### src/ascp_pkg.sv
// Purpose: shared constants and types for the converter serial port
// Assumes: clk_sys at 50 MHz; pins are asynchronous to clk_sys
// Notes: config stream layout is prefix(3) address(5) speed(5), msb first
package ascp_pkg;

   localparam int CLK_PERIOD_NS = 20;
   // internally made serial clock: 160 ns period
   localparam int SCK_HALF_NS = 80;
   localparam int SCK_HALF_CYC =
      (SCK_HALF_NS + CLK_PERIOD_NS - 1) / CLK_PERIOD_NS;
   localparam logic [1:0] DIV_LAST = 2'(SCK_HALF_CYC - 1);

   localparam logic [5:0] FRAME_BITS = 6'h20;
   localparam logic [5:0] FRAME_LAST = 6'h1f;
   localparam logic [3:0] CFG_BITS = 4'hd;

   localparam logic [2:0] PFX_UPDATE = 3'h5;
   localparam logic [2:0] PFX_KEEP_A = 3'h0;
   localparam logic [2:0] PFX_KEEP_B = 3'h4;

   // positions inside the 13-bit captured stream
   localparam int CIN_PFX_HI = 12;
   localparam int CIN_PFX_LO = 10;
   localparam int CIN_SGL = 9;
   localparam int CIN_ODD = 8;
   localparam int CIN_GLOBAL_REFERENCE_SELECT = 7;
   localparam int CIN_PAIR_HI = 6;
   localparam int CIN_PAIR_LO = 5;
   localparam int CIN_SPD_HI = 4;
   localparam int CIN_SPD_LO = 0;

   // speed code is osr[3:0] then the 2x bit; 5'h06 is osr 256, 1x
   localparam logic [4:0] SPEED_KEEP = 5'h00;
   localparam logic [4:0] SPEED_RESET = 5'h06;

   typedef enum logic [2:0] {
      ST_CONVERT = 3'b001,
      ST_SLEEP = 3'b010,
      ST_DATAOUT = 3'b100
   } ascp_fsm_type;

   typedef struct packed {
      logic cs_n;
      logic sck;
      logic sdi;
      logic clock_source_strap;
   } ascp_pin_type;

   localparam ascp_pin_type PIN_RESET = '{cs_n: 1'b1, sck: 1'b0,
      sdi: 1'b0, clock_source_strap: 1'b0};

   typedef struct packed {
      logic single_ended_select;
      logic polarity_odd;
      logic global_reference_select;
      logic pair_index_high;
      logic pair_index_low;
      logic [4:0] speed_code;
   } ascp_cfg_type;

   typedef struct packed {
      logic [2:0] pos_channel;
      logic [2:0] neg_channel;
      logic common_negative_input;
      logic global_reference_select;
      logic [1:0] ref_pair;
      logic [4:0] speed_code;
   } ascp_mux_type;

   typedef struct packed {
      logic sck_out;
      logic sck_oe;
      logic sdo_out;
      logic sdo_oe;
   } ascp_pad_type;

   typedef struct packed {
      ascp_fsm_type fsm;
      logic [31:0] dout;
      logic [12:0] cin;
      logic [3:0] nrise;
      logic [5:0] nfall;
      logic sck_prev;
      logic cs_prev;
      logic [1:0] div;
      logic sck_gen;
      logic sdo;
      logic sdo_oe;
      logic start;
      ascp_cfg_type cfg;
      ascp_mux_type mux;
   } ascp_state_type;

   localparam ascp_cfg_type CFG_RESET = '{single_ended_select: 1'b0,
      polarity_odd: 1'b0, global_reference_select: 1'b0,
      pair_index_high: 1'b0, pair_index_low: 1'b0,
      speed_code: SPEED_RESET};

   localparam ascp_mux_type MUX_RESET = '{pos_channel: 3'h0,
      neg_channel: 3'h1, common_negative_input: 1'b0,
      global_reference_select: 1'b0, ref_pair: 2'h0,
      speed_code: SPEED_RESET};

endpackage : ascp_pkg

### src/ascp_sync.sv
// Purpose: two-flop synchroniser for the serial port pins
// Assumes: inputs may change at any time relative to clk_sys
// Notes: the first stage feeds only the second stage
`timescale 1ns/10ps
module ascp_sync (
   input wire logic clk_sys,
   input wire logic rst,
   input ascp_pkg::ascp_pin_type pin_async,
   output ascp_pkg::ascp_pin_type pin_sync
);
   import ascp_pkg::*;

   typedef struct packed {
      ascp_pin_type meta;
      ascp_pin_type q;
   } ascp_sync_type;

   ascp_sync_type sy_r;
   ascp_sync_type sy_nxt;

   always_comb begin
      sy_nxt.meta = pin_async;
      sy_nxt.q = sy_r.meta;
   end

   always_ff @(posedge clk_sys or posedge rst) begin
      if (rst) begin
         sy_r <= '{meta: PIN_RESET, q: PIN_RESET};
      end else begin
         sy_r <= sy_nxt;
      end
   end

   assign pin_sync = sy_r.q;

endmodule : ascp_sync

### src/ascp_port.sv
// Purpose: serial status/result/config port of a multi-channel converter
// Assumes: converter core on clk_sys; conv_done pulses once per conversion
// Notes: the serial clock is sampled, never used as a clock
`timescale 1ns/10ps
module ascp_port (
   input wire logic clk_sys,
   input wire logic rst,
   input wire logic cs_n,
   input wire logic sck_in,
   input wire logic sdi,
   input wire logic clock_source_strap,
   input wire logic conv_done,
   input wire logic [31:0] conv_result,
   output logic conv_start,
   output ascp_pkg::ascp_mux_type mux_sel,
   output ascp_pkg::ascp_pad_type pad
);
   import ascp_pkg::*;

   localparam ascp_state_type ST_RESET = '{fsm: ST_CONVERT,
      dout: 32'h0000_0000, cin: 13'h0000, nrise: 4'h0, nfall: 6'h00,
      sck_prev: 1'b0, cs_prev: 1'b1, div: 2'h0, sck_gen: 1'b0,
      sdo: 1'b1, sdo_oe: 1'b0, start: 1'b1, cfg: CFG_RESET,
      mux: MUX_RESET};

   ascp_pin_type pin_raw;
   ascp_pin_type pin_s;
   ascp_state_type st_r;
   ascp_state_type st_nxt;

   logic sck_now;
   logic cs_low;
   logic rise;
   logic fall;
   logic cs_rise;
   logic apply_now;

   // merges a finished config stream into the held setting
   function automatic ascp_cfg_type f_apply(input ascp_cfg_type cur,
                                            input logic [12:0] cin);
      ascp_cfg_type nc;
      nc = cur;
      // other prefixes than 101 leave the setting alone
      if (cin[CIN_PFX_HI:CIN_PFX_LO] == PFX_UPDATE) begin
         nc.single_ended_select = cin[CIN_SGL];
         nc.polarity_odd = cin[CIN_ODD];
         nc.global_reference_select = cin[CIN_GLOBAL_REFERENCE_SELECT];
         nc.pair_index_high = cin[CIN_PAIR_HI];
         nc.pair_index_low = cin[CIN_PAIR_LO];
         if (cin[CIN_SPD_HI:CIN_SPD_LO] != SPEED_KEEP) begin
            nc.speed_code = cin[CIN_SPD_HI:CIN_SPD_LO];
         end
      end
      return nc;
   endfunction : f_apply

   // turns the held setting into multiplexer and reference selects
   function automatic ascp_mux_type f_mux(input ascp_cfg_type c);
      ascp_mux_type m;
      logic [1:0] pair;
      pair = {c.pair_index_high, c.pair_index_low};
      m.pos_channel = {pair, c.polarity_odd};
      m.neg_channel = {pair, ~c.polarity_odd};
      m.common_negative_input = c.single_ended_select;
      m.global_reference_select = c.global_reference_select;
      m.ref_pair = pair;
      m.speed_code = c.speed_code;
      return m;
   endfunction : f_mux

   assign pin_raw = '{cs_n: cs_n, sck: sck_in, sdi: sdi,
      clock_source_strap: clock_source_strap};

   ascp_sync u_sync (
      .clk_sys(clk_sys),
      .rst(rst),
      .pin_async(pin_raw),
      .pin_sync(pin_s)
   );

   always_comb begin
      st_nxt = st_r;
      st_nxt.start = 1'b0;
      apply_now = 1'b0;
      // in internal mode our own divider is the serial clock
      sck_now = pin_s.clock_source_strap ? st_r.sck_gen : pin_s.sck;
      cs_low = !pin_s.cs_n;
      rise = cs_low && sck_now && !st_r.sck_prev;
      fall = cs_low && !sck_now && st_r.sck_prev;
      cs_rise = pin_s.cs_n && !st_r.cs_prev;
      st_nxt.sck_prev = sck_now;
      st_nxt.cs_prev = pin_s.cs_n;

      // clock generator runs only when a host could be listening
      if (pin_s.clock_source_strap && cs_low &&
          st_r.fsm != ST_CONVERT) begin
         if (st_r.div == DIV_LAST) begin
            st_nxt.div = 2'h0;
            st_nxt.sck_gen = ~st_r.sck_gen;
         end else begin
            st_nxt.div = st_r.div + 2'h1;
         end
      end else begin
         st_nxt.div = 2'h0;
         st_nxt.sck_gen = 1'b0;
      end

      unique case (st_r.fsm)
         ST_CONVERT: begin
            if (conv_done) begin
               // first bit is the cleared pending flag
               st_nxt.dout = {1'b0, conv_result[30:0]};
               st_nxt.fsm = ST_SLEEP;
            end
         end
         ST_SLEEP: begin
            if (rise) begin
               st_nxt.fsm = ST_DATAOUT;
               st_nxt.cin = {12'h000, pin_s.sdi};
               st_nxt.nrise = 4'h1;
               st_nxt.nfall = 6'h00;
            end
         end
         ST_DATAOUT: begin
            if (cs_rise) begin
               // a partial stream is applied only if it is complete
               apply_now = (st_r.nrise == CFG_BITS);
               st_nxt.start = 1'b1;
               st_nxt.fsm = ST_CONVERT;
            end else begin
               if (rise && st_r.nrise != CFG_BITS) begin
                  st_nxt.cin = {st_r.cin[11:0], pin_s.sdi};
                  st_nxt.nrise = st_r.nrise + 4'h1;
               end
               if (fall) begin
                  st_nxt.dout = {st_r.dout[30:0], 1'b1};
                  st_nxt.nfall = st_r.nfall + 6'h01;
                  if (st_r.nfall == FRAME_LAST) begin
                     apply_now = (st_r.nrise == CFG_BITS);
                     st_nxt.start = 1'b1;
                     st_nxt.fsm = ST_CONVERT;
                  end
               end
            end
         end
      endcase

      if (apply_now) begin
         st_nxt.cfg = f_apply(st_r.cfg, st_r.cin);
      end
      st_nxt.mux = f_mux(st_nxt.cfg);

      // convert shows the pending flag high, sleep shows it low
      unique case (st_nxt.fsm)
         ST_CONVERT: st_nxt.sdo = 1'b1;
         ST_SLEEP: st_nxt.sdo = 1'b0;
         ST_DATAOUT: st_nxt.sdo = st_nxt.dout[31];
      endcase
      st_nxt.sdo_oe = !pin_s.cs_n;
   end

   always_ff @(posedge clk_sys or posedge rst) begin
      if (rst) begin
         st_r <= ST_RESET;
      end else begin
         st_r <= st_nxt;
      end
   end

   assign conv_start = st_r.start;
   assign mux_sel = st_r.mux;
   assign pad.sck_out = st_r.sck_gen;
   assign pad.sck_oe = pin_s.clock_source_strap;
   assign pad.sdo_out = st_r.sdo;
   assign pad.sdo_oe = st_r.sdo_oe;
endmodule : ascp_port

### config.mk
export PLATFORM = sky130hd
export DESIGN_NAME = ascp_port
export DESIGN_NICKNAME = d
export VERILOG_FILES = /design/src/ascp_pkg.sv /design/src/ascp_sync.sv /design/src/ascp_port.sv
export SDC_FILE = /design/constraint.sdc
export NUM_CORES = 1
export LEC_CHECK = 0
export BUFFER_PORTS_ARGS = -buffer_cell sky130_fd_sc_hd__buf_2
export CORE_MARGIN = 2
export CORE_UTILIZATION = 30
export DETAILED_ROUTE_END_ITERATION = 6
export SETUP_SLACK_MARGIN = 0.05
export SYNTH_ARGS = -nofsm -noshare
export SYNTH_HDL_FRONTEND = slang
export SYNTH_SLANG_ARGS = --single-unit
export TNS_END_PERCENT = 50
### constraint.sdc
create_clock -name clk_sys -period 3.2 [get_ports clk_sys]
set_input_delay 0.16 -clock clk_sys [delete_from_list [all_inputs] [get_ports clk_sys]]
set_output_delay 0.16 -clock clk_sys [all_outputs]
set_load 0.05 [all_outputs]
==> results_dict.tcl, run 1 <==
set metrics [dict create \
    final.period_utilization 0.706 \
    cts_resized 0 \
    yosysTopAreaCellShare 0.522 \
    via_per_inst 4.81 \
    wirelength_um 7030 \
    synth.distinct_cells 43 \
    n_fill_cell 1197 \
    yosys.area_share.simple 0.107 \
    seq_area_um2 2140 \
    tns_ns 0 \
    post_cts_buffers 0 \
    areaGrowthSynthToFinish_pct 18.1 \
    synth_top_cell_by_area "dfrtp_1" \
    grt_pass1_wl_um 12100 \
    synth.mux.area_fraction 0.0395 \
    yosysWarnings 0 \
    fin_area_um2 4300 \
    hold_class "in2reg" \
    io_pins 59 \
    maxSlewViolCount 0 \
    grt_util_all_layers 0.116 \
    p_seq_frac 0.508 \
    fp.dieW_um 114 \
    max_clock_freq_mhz 443 \
    htreeDepth 3 \
    synth-adder-area-share 0.0137 \
    synth_top_family_by_area "compound AO/OA/AOI/OAI gates" \
    drtIter0Drc 168 \
    diodes 0 \
    fin_cells 526 \
    coreArea_um2 11900 \
    multi_input_area_um2 1150 \
    cts.sinks 85 \
    rr_worst_depth 6 \
    syn_inst 329 \
    path_class "reg2reg" \
    drc 0 \
    combPwrFrac 0.102 \
    grt_pass1_vias 2622 \
    dieArea_um2 13000 \
    rows 40 \
    leakagePower_uw 0.00221 \
    synth-edff-count 0 \
    grt_max_degree 38 \
    clock_skew_ns 0.00936 \
    max_cap_violations 0 \
    layout_min_cycle_time_ns 2.26 \
    status "complete, no violations" \
    drive_above_1_share 0.280 \
    ant_nets 0 \
    die_y_um 114 \
    seq_area_frac_synth 0.587 \
    via_count 2529 \
    drt_first_pass_iters 7 \
    overflow 0 \
    cts_tree "built" \
    ys_seq_elements 85 \
    p_per_area_nw_per_um2 585 \
    whs_path_depth 3 \
    cts_max_path_buffers 2 \
    finalSetupViolCount 0 \
    end_kind "register" \
    synth_nets 372 \
    syn_area_um2 3640 \
    critPathMaxFanout 33 \
    tightest_slew_ns 0.637 \
    async_flop_share 1.00 \
    antenna_found_initial 0 \
    numPortBuffers 57 \
    dominantRegCellSynth "dfrtp_1" \
    vdd_ir_drop_max_mv 0.220 \
    clockRootBuffer "clkbuf_16" \
    hold_viol 0 \
    dp_cells 505 \
    slew_headroom 0.575 \
    crit_required_ns 3.47 \
    synth_area_leaders "dfrtp_1, a222oi_1, dfstp_2" \
    synth_compound_area_frac 0.144 \
    rsz0062_at_grt "false" \
    postCtsHoldBufs 5 \
    worstPathArrival_ns 2.53 \
    swShare 0.254 \
    p_sw_uw 640 \
    final_nets 417 \
    finalWeightedCongestion 0.790 \
    dpl_cell_area_um2 3970 \
    clkPwrFrac 0.390 \
    dpl.hpwl_um 4770 \
    avgSynthCellArea_um2 11.1 \
    clk_pin_slew_ns 0.07 \
    synth-xor-area-share 0.00962 \
    start_kind "register" \
    p_int_uw 1880 \
    start_util 0.306 \
    insertion_delay_ns 0.33 \
    drt-wirelength-per-cell_um 13.4 \
    cts_buffers 9 \
]
[cells in the final DEF, fill, tap and decap left out, types with 2 or more instances in the layout]
cell,n
dfrtp_1,76
buf_2,57
inv_1,40
nand2_1,35
a222oi_1,30
o21ai_0,17
nor2_1,14
mux2_2,11
clkbuf_16,9
dfstp_2,9
buf_4,7
nand3_1,6
nor2b_1,5
dlygate4sd3_1,5
a21oi_1,4
ha_1,4
nand3b_1,3
nor3_1,3
xnor2_1,3
a21o_1,3
clkinvlp_4,3
nand2b_1,2
mux2i_1,2
a221o_1,2
and3_1,2
o31ai_1,2
and2_1,2
clkinv_2,2
inv_6,2
[synth_stat cells, types with 3 or more instances]
library cell and number:
a21o_1 3, a21oi_1 4, a222oi_1 30, buf_4 19, clkbuf_1 14, dfrtp_1 76
dfstp_2 9, ha_1 4, inv_1 41, mux2_2 11, nand2_1 35, nand3_1 6
nand3b_1 3, nor2_1 14, nor2b_1 5, nor3_1 3, o21ai_0 17, xnor2_1 3
[power by group through the flow]
stage          Clock (uW)  Sequential (uW)  Combinational (uW)
4_1_cts              1010             1280                 263
3_5_place_dp            0             1300                 259
5_1_grt              1060             1290                 295
2_1_floorplan           0             1270                 208
3_3_place_gp            0             1290                 246
6_report              982             1280                 256
[stage by stage]
stage,setup WS [ns],power (uW),util,hold slack [ns]
detailed placement,0.967,1560,0.333,0.266
CTS,0.945,2560,0.361,0.0303
global placement,0.965,1540,0.333,0.262
finish,0.941,2520,0.361,0.0375
floorplan,0.861,1480,-,0.164
global route,0.812,2650,0.361,0.0381
[registers in the layout (all words and copies together), names as in the netlist]
signal           count
pad                  3
u_sync.sy_nxt        4
st_r                63
u_sync.pin_sync      4
mux_sel             10
conv_start           1
[logic make-up (layout without fill, tap and decap cells)]
kind of cell / count (synthesis) / count (layout)
flip-flops: 85 / 85
multiplexers: 13 / 13
AO/OA/AOI/OAI: 65 / 65
AND/OR/NAND/NOR: 81 / 81
XOR/XNOR: 4 / 4
buffers and inverters: 77 / 127
adder cells (fa/ha/maj): 4 / 4
[worst max-delay path, stage by stage, from the launching register on]
cell	delay, ns
dfstp_2	0.59
inv_2	0.07
or3_1	0.34
a221o_1	0.35
buf_4	0.24
a2111o_1	0.44
a21o_1	0.16
[layout make-up]
cell class	count	share of cell area
inverters	42	0.0369
flip-flops and latches	85	0.497
clock buffers	10	0.0556
repair buffers	69	0.0902
multi-input cells	167	0.267
clock inverters	6	0.0105
well taps	147	0.0428
[per-layer routing]
metal	GRT usage	vias to the layer above	part of all wire
met1	0.142	1229	0.45
li1	-	1230	-
met2	0.185	62	0.47
met5	0	-	0
met4	0.0480	0	0.012
met3	0.0413	8	0.066
[final timing paths]
kind / startpoint / to / slack (ns)
setup / recovery: st_r[88] / pad[1] / 0.94
hold / removal: conv_result[14] / st_r[70] / 0.04
setup reg to reg: st_r[88] / pad[1] / 0.94
hold reg to reg: u_sync.sy_nxt[0] / u_sync.pin_sync[0] / 0.35
max in group asynchronous: rst / st_r[31] / 1.95
min in group asynchronous: rst / mux_sel[0] / 0.44
(Power assumes the default switching activity.)
==> run 2: changes to the inputs <==
==> constraint.sdc (replaced) <==
create_clock -name clk_sys -period 2.15 [get_ports clk_sys]
set_input_delay 0.1075 -clock clk_sys [delete_from_list [all_inputs] [get_ports clk_sys]]
set_output_delay 0.1075 -clock clk_sys [all_outputs]
set_load 0.05 [all_outputs]
==> run 2 against run 1 <==
The run now ends with design-rule violations left. Die area did not move. Global-route usage rose by 0.20 points. Sequential power rose by 48%. Critical endpoint is now st_r[78]. Largest cell class unchanged.
==> results_dict.tcl, run 2 (synthesized netlist as in run 1, its figures left out) <==
set metrics [dict create \
    final_nets 443 \
    slew_headroom 0.597 \
    antenna_found_initial 0 \
    drive_above_1_share 0.274 \
    rrSetupSlack_ns 0.06 \
    insertion_delay_ns 0.33 \
    status "complete, but fails checks" \
    p_seq_frac 0.488 \
    rsz0062_at_grt "true" \
    final.period_utilization 0.971 \
    fin_area_um2 4610 \
    layout_common_cells "dfrtp_1, buf_2, inv_1" \
    dpl.hpwl_um 4590 \
    largest_reg_flops 63 \
    rows 40 \
    clkPwrFrac 0.400 \
    p_sw_uw 963 \
    combPwrFrac 0.112 \
    overflow 0 \
    clock_skew_ns 0.0106 \
    coreArea_um2 11900 \
    drt_first_pass_iters 7 \
    finalSetupViolCount 0 \
    hold_class "in2reg" \
    p_int_uw 2930 \
    drt-wirelength-per-cell_um 13.0 \
    dieArea_um2 13000 \
    top_register "st_r" \
    hold_viol 0 \
    final_common_cell "dfrtp_1" \
    setup_slack_ns 0.0622 \
    max_clock_freq_mhz 479 \
    clockRootBuffer "clkbuf_16" \
    drc 2 \
    tightest_slew_ns 0.598 \
    drtIter0Drc 212 \
    grt_max_degree 86 \
    worstPathArrival_ns 2.29 \
    diodes 0 \
    io_pins 59 \
    cts_tree "built" \
    dp_cells 510 \
    areaGrowthSynthToFinish_pct 26.5 \
    clk_pin_slew_ns 0.07 \
    via_per_inst 4.81 \
    start_kind "register" \
    wirelength_um 7190 \
    grt_pass1_wl_um 12200 \
    htreeDepth 3 \
    fin_cells 552 \
    cts_max_path_buffers 2 \
    swShare 0.248 \
    leakagePower_uw 0.00234 \
    die_y_um 114 \
    grt_pass1_vias 2632 \
    via_count 2655 \
    violations "design-rule violations" \
    end_kind "register" \
    finalWeightedCongestion 0.833 \
    critPathMaxFanout 32 \
    cts.sinks 85 \
    start_util 0.306 \
    max_cap_violations 0 \
    fp.dieW_um 114 \
    dp_slack_ns 0.0329 \
    layout_min_cycle_time_ns 2.09 \
    maxSlewViolCount 0 \
    dpl_cell_area_um2 4050 \
    ant_nets 0 \
    numPortBuffers 57 \
    grt_util_all_layers 0.118 \
    p_per_area_nw_per_um2 844 \
    crit_required_ns 2.35 \
    path_class "reg2reg" \
    vdd_ir_drop_max_mv 0.498 \
    cts_buffers 9 \
    p_total_uw 3890 \
]
==> run 2: changes by cell type in the layout (fill, tap and decap cells not counted) <==
cell,previous run,this run
buf_12,0,3
buf_4,7,9
bufinv_16,0,1
clkbuf_1,0,1
clkbuf_8,1,0
clkinv_2,2,0
dlygate4sd3_1,5,26
inv_6,2,3
or3_1,1,0
or3_4,0,1
==> run 2: worst max-delay path, stage by stage (launching register included) <==
cell	delay, ns
dfstp_2	0.53
inv_2	0.05
or3_4	0.35
a221o_1	0.39
buf_12	0.19
a222oi_1	0.36
inv_1	0.08
==> run 2: timing repair <==
action | CTS | global route
pin swaps | 2 | 12
hold buffers | 26 | 0
buffers inserted | 0 | 0
resized for setup | 0 | 1
cloned | 0 | 0
hold endpoints to repair | 101 | 0
endpoints found under the setup margin | 1 | 21
==> run 2: worst paths after layout <==
path / startpoint / end / depth (start not counted)
hold reg to reg: u_sync.sy_nxt[0] / u_sync.pin_sync[0] / 0
setup / recovery: st_r[88] / st_r[78] / 6
min in group asynchronous: rst / st_r[80] / 4
max in group asynchronous: rst / mux_sel[1] / 4
hold / removal: conv_result[17] / st_r[73] / 3
setup reg to reg: st_r[88] / st_r[78] / 6
==> run 2: area by class of cell <==
type / count / area (um2)
clock inverters: 6 / 71.3
flip-flops and latches: 85 / 2140
inverters: 42 / 161
clock buffers: 10 / 229
multi-input cells: 167 / 1150
fillers: 1170 / 7300
well taps: 147 / 184
repair buffers: 95 / 673
==> run 2: stage by stage <==
step / utilization / hold WS, ns / TNS [ns]
finish: 0.387 / 0.00946 / 0
global route: 0.387 / 0.0124 / -0.174
CTS: 0.387 / 0.000115 / 0
detailed placement: 0.340 / 0.218 / 0
global placement: 0.340 / 0.219 / 0
floorplan: - / 0.112 / 0
==> run 2: routing by layer <==
metal	wire, um	GRT usage	vias to the layer above
met5	0	0	-
met4	76	0.0431	0
met3	389	0.0349	8
met2	3640	0.198	76
met1	3090	0.143	1293
li1	-	-	1278
==> run 2: power by group through the flow <==
stage / sequential (uW) / combinational (uW) / clock, uW
2_1_floorplan: 1890 / 311 / 0
3_3_place_gp: 1920 / 384 / 0
3_5_place_dp: 1920 / 400 / 0
4_1_cts: 1900 / 437 / 1610
5_1_grt: 1920 / 496 / 1680
6_report: 1900 / 435 / 1560
